[src/verilog/csc_pkg.sv]
// package: command bytes, field layout, reset values and timing of the sequencer
package csc_pkg;

  // ----------------------------------------------------------------
  // command bytes
  // ----------------------------------------------------------------
  localparam logic [7:0] CSC_CMD_STATUS    = 8'h02;
  localparam logic [7:0] CSC_CMD_CONFIG    = 8'h03;
  localparam logic [7:0] CSC_CMD_INTERVAL  = 8'h04;
  localparam logic [7:0] CSC_CMD_CHAN_EN   = 8'h05;
  localparam logic [7:0] CSC_CMD_FILTER    = 8'h06;
  localparam logic [7:0] CSC_CMD_ONE_SHOT  = 8'h0f;

  // ----------------------------------------------------------------
  // field positions
  // ----------------------------------------------------------------
  localparam int CSC_STANDBY_BIT = 6;
  localparam int CSC_BUSY_BIT    = 7;
  localparam int CSC_RATE_W      = 2;
  localparam int CSC_CHAN_N      = 3;
  localparam int CSC_FILT_W      = 4;
  localparam int CSC_R1F_LSB     = 0;
  localparam int CSC_R2F_LSB     = 2;

  // ----------------------------------------------------------------
  // values after reset
  // ----------------------------------------------------------------
  localparam logic [7:0] CSC_CONFIG_RST   = 8'h00;
  localparam logic [7:0] CSC_INTERVAL_RST = 8'h02;
  localparam logic [7:0] CSC_CHAN_EN_RST  = 8'h1f;
  localparam logic [7:0] CSC_FILTER_RST   = 8'h0f;

  // ----------------------------------------------------------------
  // rate codes and timing
  // ----------------------------------------------------------------
  localparam logic [1:0] CSC_RATE_CONT = 2'h0;
  localparam logic [1:0] CSC_RATE_364  = 2'h1;
  localparam logic [1:0] CSC_RATE_1S   = 2'h2;
  localparam logic [1:0] CSC_RATE_2S5  = 2'h3;
  localparam logic [1:0] CSC_FILT_OFF  = 2'h0;

  localparam longint CSC_CLK_KHZ       = 250000;
  localparam longint CSC_IVL_364_MS    = 364;
  localparam longint CSC_IVL_1S_MS     = 1000;
  localparam longint CSC_IVL_2S5_MS    = 2500;
  localparam longint CSC_IVL_364_CYC   = CSC_IVL_364_MS * CSC_CLK_KHZ;
  localparam longint CSC_IVL_1S_CYC    = CSC_IVL_1S_MS * CSC_CLK_KHZ;
  localparam longint CSC_IVL_2S5_CYC   = CSC_IVL_2S5_MS * CSC_CLK_KHZ;

  // ----------------------------------------------------------------
  // types
  // ----------------------------------------------------------------
  typedef struct packed {
    logic       wr;
    logic       rd;
    logic [7:0] cmd;
    logic [7:0] wdata;
  } csc_reg_req_t;

  typedef enum logic [1:0] {
    CSC_ST_IDLE,
    CSC_ST_CONV,
    CSC_ST_WAIT
  } csc_state_t;

endpackage

[src/verilog/csc_conversion_sequencer.sv]
// conversion sequencer: rate, channel enables, filter select, one-shot and busy

// Operation
// - rate code 01, 10 and 11 give intervals of 0.364 s, 1 s and 2.5 s.
// - rate code 00 converts back to back, with only the single wait-state cycle between passes.
// - each interval converts enabled channels in turn, then waits out the rest.
// - a channel with its enable cleared is skipped and the next enabled one follows.
// - skipped channels lengthen the wait so timed intervals keep their length.
// - enable bits are remote two in bit 2, remote one in bit 1 and local in bit 0.
// - unused upper bits of the rate, enable and filter registers read as zero.
// - filter fields: bits 3-2 remote two, bits 1-0 remote one; 00 off, 01 basic, 11 enhanced.
// - a write to command 0x0f in standby while idle starts exactly one pass over enabled channels.
// - the one-shot command is write only and its data is neither used nor kept.
// - configuration bit 6 selects standby when one and periodic conversion when zero.
// - status bit 7 reports busy while a conversion runs.
// - extra fine result bits are enabled only while a remote filter is on.
module csc_conversion_sequencer
  import csc_pkg::*;
#(
  parameter int unsigned IVL_364_CYC = 32'(CSC_IVL_364_CYC),
  parameter int unsigned IVL_1S_CYC  = 32'(CSC_IVL_1S_CYC),
  parameter int unsigned IVL_2S5_CYC = 32'(CSC_IVL_2S5_CYC)
) (
  input  wire logic         i_ref_clk,
  input  wire logic         i_rst_b,
  input  wire csc_reg_req_t i_reg_req,
  input  wire logic         i_conv_done,
  output logic [7:0]        o_reg_rdata,
  output logic              o_conv_start,
  output logic [1:0]        o_conv_chan,
  output logic              o_busy,
  output logic              o_standby,
  output logic [1:0]        o_rate_select,
  output logic [1:0]        o_remote_one_filter_sel,
  output logic [1:0]        o_remote_two_filter_sel,
  output logic [1:0]        o_fine_bits_en
);

  // ----------------------------------------------------------------
  // reset release
  // ----------------------------------------------------------------
  logic rst_meta_q;
  logic rst_sync_q;

  always_ff @(posedge i_ref_clk or negedge i_rst_b) begin
    if (!i_rst_b) begin
      rst_meta_q <= 1'b0;
      rst_sync_q <= 1'b0;
    end else begin
      rst_meta_q <= 1'b1;
      rst_sync_q <= rst_meta_q;
    end
  end

  // ----------------------------------------------------------------
  // registers
  // ----------------------------------------------------------------
  logic                  standby_q,  standby_d;
  logic [CSC_RATE_W-1:0] rate_q,     rate_d;
  logic [CSC_CHAN_N-1:0] chan_en_q,  chan_en_d;
  logic [CSC_FILT_W-1:0] filt_q,     filt_d;
  logic [7:0]            rdata_q,    rdata_d;
  logic                  one_shot_wr;
  logic                  busy_q;

  always_comb begin
    standby_d   = standby_q;
    rate_d      = rate_q;
    chan_en_d   = chan_en_q;
    filt_d      = filt_q;
    rdata_d     = rdata_q;
    one_shot_wr = 1'b0;
    if (i_reg_req.wr) begin
      unique case (i_reg_req.cmd)
        CSC_CMD_CONFIG:   standby_d = i_reg_req.wdata[CSC_STANDBY_BIT];
        CSC_CMD_INTERVAL: rate_d    = i_reg_req.wdata[CSC_RATE_W-1:0];
        CSC_CMD_CHAN_EN:  chan_en_d = i_reg_req.wdata[CSC_CHAN_N-1:0];
        CSC_CMD_FILTER:   filt_d    = i_reg_req.wdata[CSC_FILT_W-1:0];
        CSC_CMD_ONE_SHOT: one_shot_wr = 1'b1;
        default:          ;
      endcase
    end
    if (i_reg_req.rd) begin
      rdata_d = 8'h00;
      unique case (i_reg_req.cmd)
        CSC_CMD_STATUS:   rdata_d[CSC_BUSY_BIT]    = busy_q;
        CSC_CMD_CONFIG:   rdata_d[CSC_STANDBY_BIT] = standby_q;
        CSC_CMD_INTERVAL: rdata_d[CSC_RATE_W-1:0]  = rate_q;
        CSC_CMD_CHAN_EN:  rdata_d[CSC_CHAN_N-1:0]  = chan_en_q;
        CSC_CMD_FILTER:   rdata_d[CSC_FILT_W-1:0]  = filt_q;
        default:          ;
      endcase
    end
  end

  always_ff @(posedge i_ref_clk or negedge rst_sync_q) begin
    if (!rst_sync_q) begin
      standby_q <= CSC_CONFIG_RST[CSC_STANDBY_BIT];
      rate_q    <= CSC_INTERVAL_RST[CSC_RATE_W-1:0];
      chan_en_q <= CSC_CHAN_EN_RST[CSC_CHAN_N-1:0];
      filt_q    <= CSC_FILTER_RST[CSC_FILT_W-1:0];
      rdata_q   <= 8'h00;
    end else begin
      standby_q <= standby_d;
      rate_q    <= rate_d;
      chan_en_q <= chan_en_d;
      filt_q    <= filt_d;
      rdata_q   <= rdata_d;
    end
  end

  // ----------------------------------------------------------------
  // sequencer
  // ----------------------------------------------------------------
  // lowest enabled channel at or above 'from'; bit 2 of the result flags a hit
  function automatic logic [2:0] next_chan(input logic [CSC_CHAN_N-1:0] en,
                                           input logic [2:0] from);
    logic [2:0] res;
    res = 3'h0;
    for (int i = CSC_CHAN_N - 1; i >= 0; i--) begin
      if (en[i] && (3'(i) >= from)) begin
        res = {1'b1, 2'(i)};
      end
    end
    return res;
  endfunction

  function automatic logic [31:0] period_of(input logic [1:0] rate);
    logic [31:0] p;
    unique case (rate)
      CSC_RATE_364: p = IVL_364_CYC - 32'h1;
      CSC_RATE_1S:  p = IVL_1S_CYC - 32'h1;
      CSC_RATE_2S5: p = IVL_2S5_CYC - 32'h1;
      default:      p = 32'h0;
    endcase
    return p;
  endfunction

  csc_state_t  st_q,    st_d;
  logic [1:0]  ch_q,    ch_d;
  logic [31:0] ivl_q,   ivl_d;
  logic        start_q, start_d;
  logic        busy_d;
  logic        pass_go;
  logic        pass_end;
  logic [2:0]  nxt;

  always_comb begin
    st_d     = st_q;
    ch_d     = ch_q;
    start_d  = 1'b0;
    pass_go  = 1'b0;
    pass_end = 1'b0;
    nxt      = 3'h0;
    // interval timer runs from the start of a pass, so conversions and
    // skipped slots all fall inside it and the wait absorbs the rest
    ivl_d    = (ivl_q != 32'h0) ? ivl_q - 32'h1 : 32'h0;
    unique case (st_q)
      CSC_ST_IDLE: begin
        if (!standby_q) begin
          pass_go = 1'b1;
        end else if (one_shot_wr) begin
          pass_go = 1'b1;
        end
      end
      CSC_ST_CONV: begin
        if (i_conv_done) begin
          nxt = next_chan(chan_en_q, 3'(ch_q) + 3'h1);
          if (nxt[2]) begin
            ch_d    = nxt[1:0];
            start_d = 1'b1;
          end else begin
            pass_end = 1'b1;
          end
        end
      end
      CSC_ST_WAIT: begin
        // one-shot writes here are dropped; the schedule is untouched
        if (standby_q) begin
          st_d = CSC_ST_IDLE;
        end else if (ivl_q == 32'h0) begin
          pass_go = 1'b1;
        end
      end
      // the spare state code falls back to idle instead of locking up
      default:     st_d = CSC_ST_IDLE;
    endcase
    if (pass_go) begin
      ivl_d = period_of(rate_q);
      nxt   = next_chan(chan_en_q, 3'h0);
      if (nxt[2]) begin
        ch_d    = nxt[1:0];
        start_d = 1'b1;
        st_d    = CSC_ST_CONV;
      end else begin
        pass_end = 1'b1;
      end
    end
    if (pass_end) begin
      // standby ends after exactly one pass
      st_d = standby_q ? CSC_ST_IDLE : CSC_ST_WAIT;
    end
    busy_d = (st_d == CSC_ST_CONV);
  end

  always_ff @(posedge i_ref_clk or negedge rst_sync_q) begin
    if (!rst_sync_q) begin
      st_q    <= CSC_ST_IDLE;
      ch_q    <= 2'h0;
      ivl_q   <= 32'h0;
      start_q <= 1'b0;
      busy_q  <= 1'b0;
    end else begin
      st_q    <= st_d;
      ch_q    <= ch_d;
      ivl_q   <= ivl_d;
      start_q <= start_d;
      busy_q  <= busy_d;
    end
  end

  // ----------------------------------------------------------------
  // outputs
  // ----------------------------------------------------------------
  // fine bits follow the next filter value so they move on the same edge as the field;
  // reset value matches the filter reset so the two never disagree after reset
  localparam int         FINE_N    = 2;
  localparam int         FILT_STEP = CSC_R2F_LSB - CSC_R1F_LSB;
  localparam logic [1:0] FINE_RST  = {(CSC_FILTER_RST[CSC_R2F_LSB +: 2] != CSC_FILT_OFF),
                                      (CSC_FILTER_RST[CSC_R1F_LSB +: 2] != CSC_FILT_OFF)};

  logic [FINE_N-1:0] fine_q;
  logic [FINE_N-1:0] fine_d;

  for (genvar g = 0; g < FINE_N; g++) begin : g_fine
    // reserved code 10 counts as filter on
    assign fine_d[g] = (filt_d[CSC_R1F_LSB + g * FILT_STEP +: 2] != CSC_FILT_OFF);
  end

  always_ff @(posedge i_ref_clk or negedge rst_sync_q) begin
    if (!rst_sync_q) begin
      fine_q <= FINE_RST;
    end else begin
      fine_q <= fine_d;
    end
  end

  assign o_reg_rdata             = rdata_q;
  assign o_conv_start            = start_q;
  assign o_conv_chan             = ch_q;
  assign o_busy                  = busy_q;
  assign o_standby               = standby_q;
  assign o_rate_select           = rate_q;
  assign o_remote_one_filter_sel = filt_q[CSC_R1F_LSB +: 2];
  assign o_remote_two_filter_sel = filt_q[CSC_R2F_LSB +: 2];
  assign o_fine_bits_en          = fine_q;

endmodule

[config.mk]
export PLATFORM = sky130hd
export DESIGN_NAME = csc_conversion_sequencer
export DESIGN_NICKNAME = d
export VERILOG_FILES = /design/src/verilog/csc_pkg.sv /design/src/verilog/csc_conversion_sequencer.sv
export SDC_FILE = /design/constraint.sdc
export NUM_CORES = 1
export LEC_CHECK = 0
export BUFFER_PORTS_ARGS = -buffer_cell sky130_fd_sc_hd__buf_4
export CORE_MARGIN = 4
export CORE_UTILIZATION = 45
export DETAILED_ROUTE_END_ITERATION = 16
export SLEW_MARGIN = 20
export SYNTH_ARGS = -nofsm -noshare
export SYNTH_HDL_FRONTEND = slang
export SYNTH_SLANG_ARGS = --single-unit
[constraint.sdc]
create_clock -name i_ref_clk -period 2.2 [get_ports i_ref_clk]
set_clock_uncertainty 0.1 [all_clocks]
set_input_delay 0.11 -clock i_ref_clk [delete_from_list [all_inputs] [get_ports i_ref_clk]]
set_output_delay 0.11 -clock i_ref_clk [all_outputs]
set_load 0.02 [all_outputs]
==> impl_metrics.env, run 1 <==
export IMPL_status="finished with violations"
export IMPL_violations="negative setup slack"
export IMPL_cp_max_fo=6
export IMPL_cts_buffers=9
export IMPL_async_flop_share=1.00
export IMPL_grt_pass1_wl_um=12400
export IMPL_cts_sinks=58
export IMPL_post_cts_buffers=0
export IMPL_vias_per_cell=5.61
export IMPL_post_route_drc_count=0
export IMPL_die_h_um=90.4
export IMPL_cts_clk_slew_worst_paths_ns=0.07
export IMPL_hold_class="in -> reg"
export IMPL_dp_slack_ns=-0.171
export IMPL_synth_top_family_by_area="simple AND/OR/NAND/NOR gates"
export IMPL_core_area_sq_um=6460
export IMPL_cpMaxStageDelayCell="or4_4"
export IMPL_cp_end_kind="flop"
export IMPL_antenna_found_initial=0
export IMPL_final_nets=398
export IMPL_fmax_mhz=442
export IMPL_start_util=0.472
export IMPL_grt_start_max_net_pins=33
export IMPL_insertion_delay_ns=0.34
export IMPL_grt_pass1_vias=2500
export IMPL_clk_path_buf_depth=2
export IMPL_num_rows=29
export IMPL_yosys_area_share_simple=0.215
export IMPL_dieArea_sq_um=8160
export IMPL_slew_viol_final=0
export IMPL_p_clk_frac=0.221
export IMPL_cts_root_buf="clkbuf_8"
export IMPL_drt_initial_drc_count=70
export IMPL_p_comb_frac=0.494
export IMPL_p_int_mw=3.56
export IMPL_routedWlPerCell_um=16.6
export IMPL_fillers=510
export IMPL_finalWorstPathRequiredPeriod_ns=2.26
export IMPL_p_leak_nw=1.81
export IMPL_final_hold_viol_count=0
export IMPL_first_pass_iters=4
export IMPL_vdd_drop_max_v=0.000746
export IMPL_worst_pin_slew_ns=0.741
export IMPL_ys_seq_area_frac=0.480
export IMPL_die_width_um=90.4
export IMPL_drt_total_wl_um=7530
export IMPL_cts_htree_levels=3
export IMPL_period_share=1.03
export IMPL_critPathRequiredTime_ns=2.34
export IMPL_diodes=0
export IMPL_power_density_nw_per_um2=1320
export IMPL_setup_viol=5
export IMPL_yosys_warnings=0
export IMPL_synth_compound_area_share=0.121
export IMPL_syn_avg_cell_area_sq_um=10.4
export IMPL_crit_path_start_kind="flop"
export IMPL_ioPinCount=42
export IMPL_final_util=0.661
export IMPL_power_switching_mw=2.08
export IMPL_maxCapViolations=0
export IMPL_layout_common_cells="60 x buf_4, 47 x dfrtp_1, 25 x nor2_1"
export IMPL_setup_tns_ns=-0.120
export IMPL_slew_headroom=0.506
export IMPL_rsz0062_at_grt="true"
export IMPL_ys_flop_type="dfrtp_1"
export IMPL_synth_edf_count=0
export IMPL_final_common_cell="buf_4"
export IMPL_place_detailed_hpwl_um=4980
export IMPL_cp_arrival_ns=2.40
export IMPL_vias=2545
export IMPL_slowest_delay_ns=0.57
export IMPL_seqPwrFrac=0.285
export IMPL_final_area_sq_um=4270
export IMPL_place_congestion=0.786
export IMPL_synthCells=293
export IMPL_area_growth_pct=39.9
export IMPL_place_port_buffers=36
export IMPL_timing_final_ws_setup_ns=-0.0635
export IMPL_yosys_area_share_adder=0.0205
export IMPL_ys_types=53
export IMPL_synth_area_mux_share=0.0435
export IMPL_path_cells="or4_4, or4b_4, or3_1, xor2_1, nor2_2"
export IMPL_cts_tree="built"
export IMPL_grt_ovfl_total=0
export IMPL_synth_seq_cells=58
export IMPL_ant_nets=0
export IMPL_synth_area_sq_um=3050
export IMPL_p_sw_frac=0.369
export IMPL_synth_xor_area_frac=0.0804
export IMPL_layout_drive_gt1_share=0.390
export IMPL_critPathKind="reg -> reg"
export IMPL_grt_usage=0.189
export IMPL_placed_area_sq_um=3630
==> registers in the layout, summed over array words and instances, names as in the netlist <==
register,cells
chan_en_q,3
o_rate_select,2
o_reg_rdata,6
rst_meta_q,1
o_conv_start,1
rst_sync_q,1
st_q,2
o_fine_bits_en,2
o_conv_chan,2
ivl_q,32
o_busy,1
filt_q,4
o_standby,1
==> final timing paths <==
path                               start        endpoint  slack [ns]  cells past startpoint
setup / recovery               ivl_q[12]       ivl_q[28]       -0.06                      5
hold / removal             i_reg_req[11]  o_reg_rdata[7]        0.02                      4
setup reg to reg               ivl_q[12]       ivl_q[28]       -0.06                      5
hold reg to reg               rst_sync_q       o_standby        0.17                      0
max in group asynchronous     rst_sync_q       ivl_q[11]        1.26                      1
min in group asynchronous     rst_sync_q       o_standby        0.17                      0
==> cells in the mapped netlist, types with 5 or more instances <==
cell,instances,share of area
ha_1,5,0.021
clkbuf_1,5,0.0062
nor4_1,9,0.018
nor2_1,25,0.031
dfstp_2,10,0.086
xor2_1,15,0.043
nand2_1,13,0.016
nand3_1,9,0.015
o21ai_0,8,0.013
mux2_2,10,0.037
nor3_1,11,0.018
xnor2_1,13,0.037
dfrtp_1,48,0.39
nor2b_1,8,0.016
nand4b_1,5,0.014
o22ai_1,12,0.025
a21oi_1,7,0.011
inv_1,11,0.014
o2bb2ai_1,10,0.029
nand4_1,7,0.014
buf_2,5,0.0082
==> power groups by stage <==
stage	Clock, mW	Sequential, mW	Combinational, mW
after floorplan	0	1.63	1.38
after global placement	0	1.61	2.19
after detailed placement	0	1.62	2.24
after CTS	1.26	1.61	2.27
after global routing	1.32	1.65	3.03
final	1.25	1.61	2.79
==> stage by stage <==
stage	hold WS, ns	total power, mW	instances
after detailed placement	-0.206	3.86	425
after global routing	0.0311	6.01	454
after floorplan	-0.286	3.01	294
after global placement	-0.206	3.80	425
final	0.0188	5.65	454
after CTS	0.00588	5.14	450
==> per-layer routing <==
layer / track usage / wire (um)
met1: 0.259 / 3520
met2: 0.290 / 3620
met3: 0.0383 / 266
met4: 0.0804 / 134
met5: 0 / 0
==> cells by family (layout without fill, tap and decap cells) <==
family,after synthesis,after routing
AND/OR/NAND/NOR,110,110
other,2,3
buffers and inverters,25,108
XOR/XNOR,28,28
multiplexers,12,12
adder cells (fa/ha/maj),5,5
AO/OA/AOI/OAI,53,53
flip-flops,58,58
==> area by class of cell <==
cell class / instances / area (sq um) / area share
Clock inverter: 5 / 100 / 0.0234
Sequential cell: 58 / 1470 / 0.343
Multi-Input combinational cell: 211 / 1660 / 0.388
Tap cell: 77 / 96.3 / 0.0226
Clock buffer: 11 / 151 / 0.0355
Inverter: 11 / 41.3 / 0.00967
Timing Repair Buffer: 81 / 761 / 0.178
==> critical path: cells and delay by family (launching register included) <==
family / cells / cell delay (ns)
DFF: 1 / 0.38
and+or+nand+nor: 4 / 1.51
xor gates and xnor gates: 1 / 0.17
==> what timing repair did <==
item,CTS,global route
hold buffers,9,0
hold endpoints to repair,20,0
cloned,0,4
gates resized for setup,3,37
setup endpoints to repair,19,33
pin swaps,0,9
Note: power is estimated with default switching activity, not from simulation.
==> run 2: changes to the inputs <==
--- a/config.mk
+++ b/config.mk
@@ -6,7 +6,6 @@
 export NUM_CORES = 1
 export LEC_CHECK = 0
 export BUFFER_PORTS_ARGS = -buffer_cell sky130_fd_sc_hd__buf_4
-export CORE_MARGIN = 4
 export CORE_UTILIZATION = 45
 export DETAILED_ROUTE_END_ITERATION = 16
 export SLEW_MARGIN = 20
==> impl_metrics.env, run 2 (same netlist as run 1, synthesis figures left out) <==
export IMPL_dieArea_sq_um=7110
export IMPL_critPathRequiredTime_ns=2.38
export IMPL_cp_top_family="simple AND/OR/NAND/NOR gates"
export IMPL_status="finished with violations"
export IMPL_rsz0062_at_grt="true"
export IMPL_period_share=1.03
export IMPL_area_growth_pct=41.7
export IMPL_cpMaxStageDelayCell="or4b_4"
export IMPL_place_detailed_hpwl_um=5000
export IMPL_placed_area_sq_um=3650
export IMPL_ioPinCount=42
export IMPL_power_density_nw_per_um2=1330
export IMPL_core_area_sq_um=6460
export IMPL_crit_buf_inv=0
export IMPL_final_hold_viol_count=0
export IMPL_grt_pass1_wl_um=12000
export IMPL_vias_per_cell=5.61
export IMPL_drt_initial_drc_count=152
export IMPL_drt_total_wl_um=7710
export IMPL_num_rows=29
export IMPL_slew_headroom=0.462
export IMPL_antenna_found_initial=0
export IMPL_final_area_sq_um=4320
export IMPL_grt_start_max_net_pins=39
export IMPL_slew_viol_final=0
export IMPL_die_width_um=84.4
export IMPL_vdd_drop_max_v=0.000757
export IMPL_layout_drive_gt1_share=0.389
export IMPL_p_total_mw=5.76
export IMPL_fillers=517
export IMPL_wirelength_met1_um=3610
export IMPL_place_port_buffers=36
export IMPL_rrSetupSlack_ns=-0.08
export IMPL_grt_pass1_vias=2520
export IMPL_p_comb_frac=0.543
export IMPL_regArea_sq_um=1470
export IMPL_path_cells="or4_4, or4b_4, or3_4, xor2_2, nor2_2"
export IMPL_p_leak_nw=1.79
export IMPL_first_pass_iters=10
export IMPL_p_sw_frac=0.397
export IMPL_routedWlPerCell_um=16.9
export IMPL_diodes=0
export IMPL_place_congestion=0.779
export IMPL_cts_htree_levels=3
export IMPL_post_route_drc_count=2
export IMPL_final_common_cell="buf_4"
export IMPL_worst_pin_slew_ns=0.806
export IMPL_highest_layer="met4"
export IMPL_clk_path_buf_depth=2
export IMPL_cp_end_kind="flop"
export IMPL_largest_register="ivl_q"
export IMPL_cts_clk_slew_worst_paths_ns=0.08
export IMPL_violations="design-rule violations, negative setup slack"
export IMPL_wl_met3_um=338
export IMPL_fmax_mhz=439
export IMPL_power_switching_mw=2.29
export IMPL_largest_reg_flops=32
export IMPL_crit_path_start_kind="flop"
export IMPL_final_util=0.669
export IMPL_final_nets=401
export IMPL_maxCapViolations=0
export IMPL_grt_ovfl_total=0
export IMPL_critPathKind="reg -> reg"
export IMPL_insertion_delay_ns=0.34
export IMPL_slowest_delay_ns=0.58
export IMPL_start_util=0.472
export IMPL_grt_usage=0.217
export IMPL_vias=2565
export IMPL_die_h_um=84.4
export IMPL_finalWorstPathRequiredPeriod_ns=2.28
export IMPL_ant_nets=0
export IMPL_p_clk_frac=0.176
export IMPL_cp_arrival_ns=2.46
export IMPL_setup_viol=7
export IMPL_p_int_mw=3.47
export IMPL_hold_class="in -> reg"
export IMPL_cts_root_buf="clkbuf_8"
export IMPL_cts_buffers=9
export IMPL_layout_common_cells="60 x buf_4, 47 x dfrtp_1, 25 x nor2_1"
export IMPL_seqPwrFrac=0.281
export IMPL_wl_met2_um=3590
export IMPL_timing_final_ws_setup_ns=-0.0758
export IMPL_cp_max_fo=6
export IMPL_multi_input_area_sq_um=1710
export IMPL_cts_sinks=58
export IMPL_cts_tree="built"
run 2: changes by cell type in the layout (fill, tap and decap cells not counted), moves of 3 or more:
cell        change
clkinvlp_4      +3
nor4_1          -3
o22ai_4         +3
o2bb2ai_1       +7
o2bb2ai_2       -7
o32ai_2         -3
run 2: path summary, 6_finish.rpt:
| path | startpoint | to | cells after the start |
|---|---|---|---|
| max | ivl_q[12] | ivl_q[28] | 5 |
| min | i_reg_req[11] | o_reg_rdata[7] | 4 |
| max reg2reg | ivl_q[12] | ivl_q[28] | 5 |
| min reg2reg | rst_sync_q | o_reg_rdata[1] | 0 |
| max in group asynchronous | rst_sync_q | chan_en_q[0] | 1 |
| min in group asynchronous | rst_sync_q | o_reg_rdata[1] | 0 |
run 2: repair_timing:
item	4_1_cts	5_1_grt
gates resized for setup	3	46
hold endpoints to repair	20	0
hold buffers	9	0
pin swaps	0	12
setup buffers	0	3
gates cloned	0	3
endpoints found under the setup margin	19	32
run 2: worst reg2reg max path, cell delays in order (launching register included):
cell     delay, ns
dfrtp_1       0.38
or4_4         0.57
or4b_4        0.58
or3_4         0.37
xor2_2        0.15
nor2_2        0.08
run 2: area by class of cell:
type / instances / area share
Sequential cell: 58 / 0.339
Clock buffer: 10 / 0.0318
Inverter: 11 / 0.00955
Clock inverter: 6 / 0.0153
Timing Repair Buffer: 84 / 0.186
Tap cell: 77 / 0.0223
Multi-Input combinational cell: 211 / 0.397
run 2: power by group through the flow:
stage                     Combinational (mW)  Clock, mW  Sequential [mW]
final                                   3.13       1.01             1.62
after global routing                    3.33       1.09             1.64
after CTS                               2.33       1.02             1.59
after detailed placement                2.28          0             1.61
after global placement                  2.23          0             1.60
after floorplan                         1.38          0             1.63
run 2: per-stage QoR:
step                      cells  setup TNS [ns]  hold WS [ns]  setup slack [ns]
after CTS                   451          -0.136       0.00636           -0.0877
after global placement      426          -0.529        -0.208            -0.138
after global routing        457           -1.39        0.0279            -0.144
after detailed placement    426           -1.32        -0.207            -0.193
final                       457          -0.200        0.0211           -0.0758
after floorplan             294          -0.736        -0.286           -0.0879
run 2: per-layer routing:
| metal | global-route usage | vias up |
|---|---|---|
| met4 | 0.0894 | 0 |
| met2 | 0.332 | 72 |
| met3 | 0.0344 | 15 |
| li1 | - | 1228 |
| met1 | 0.308 | 1250 |
| met5 | 0 | - |
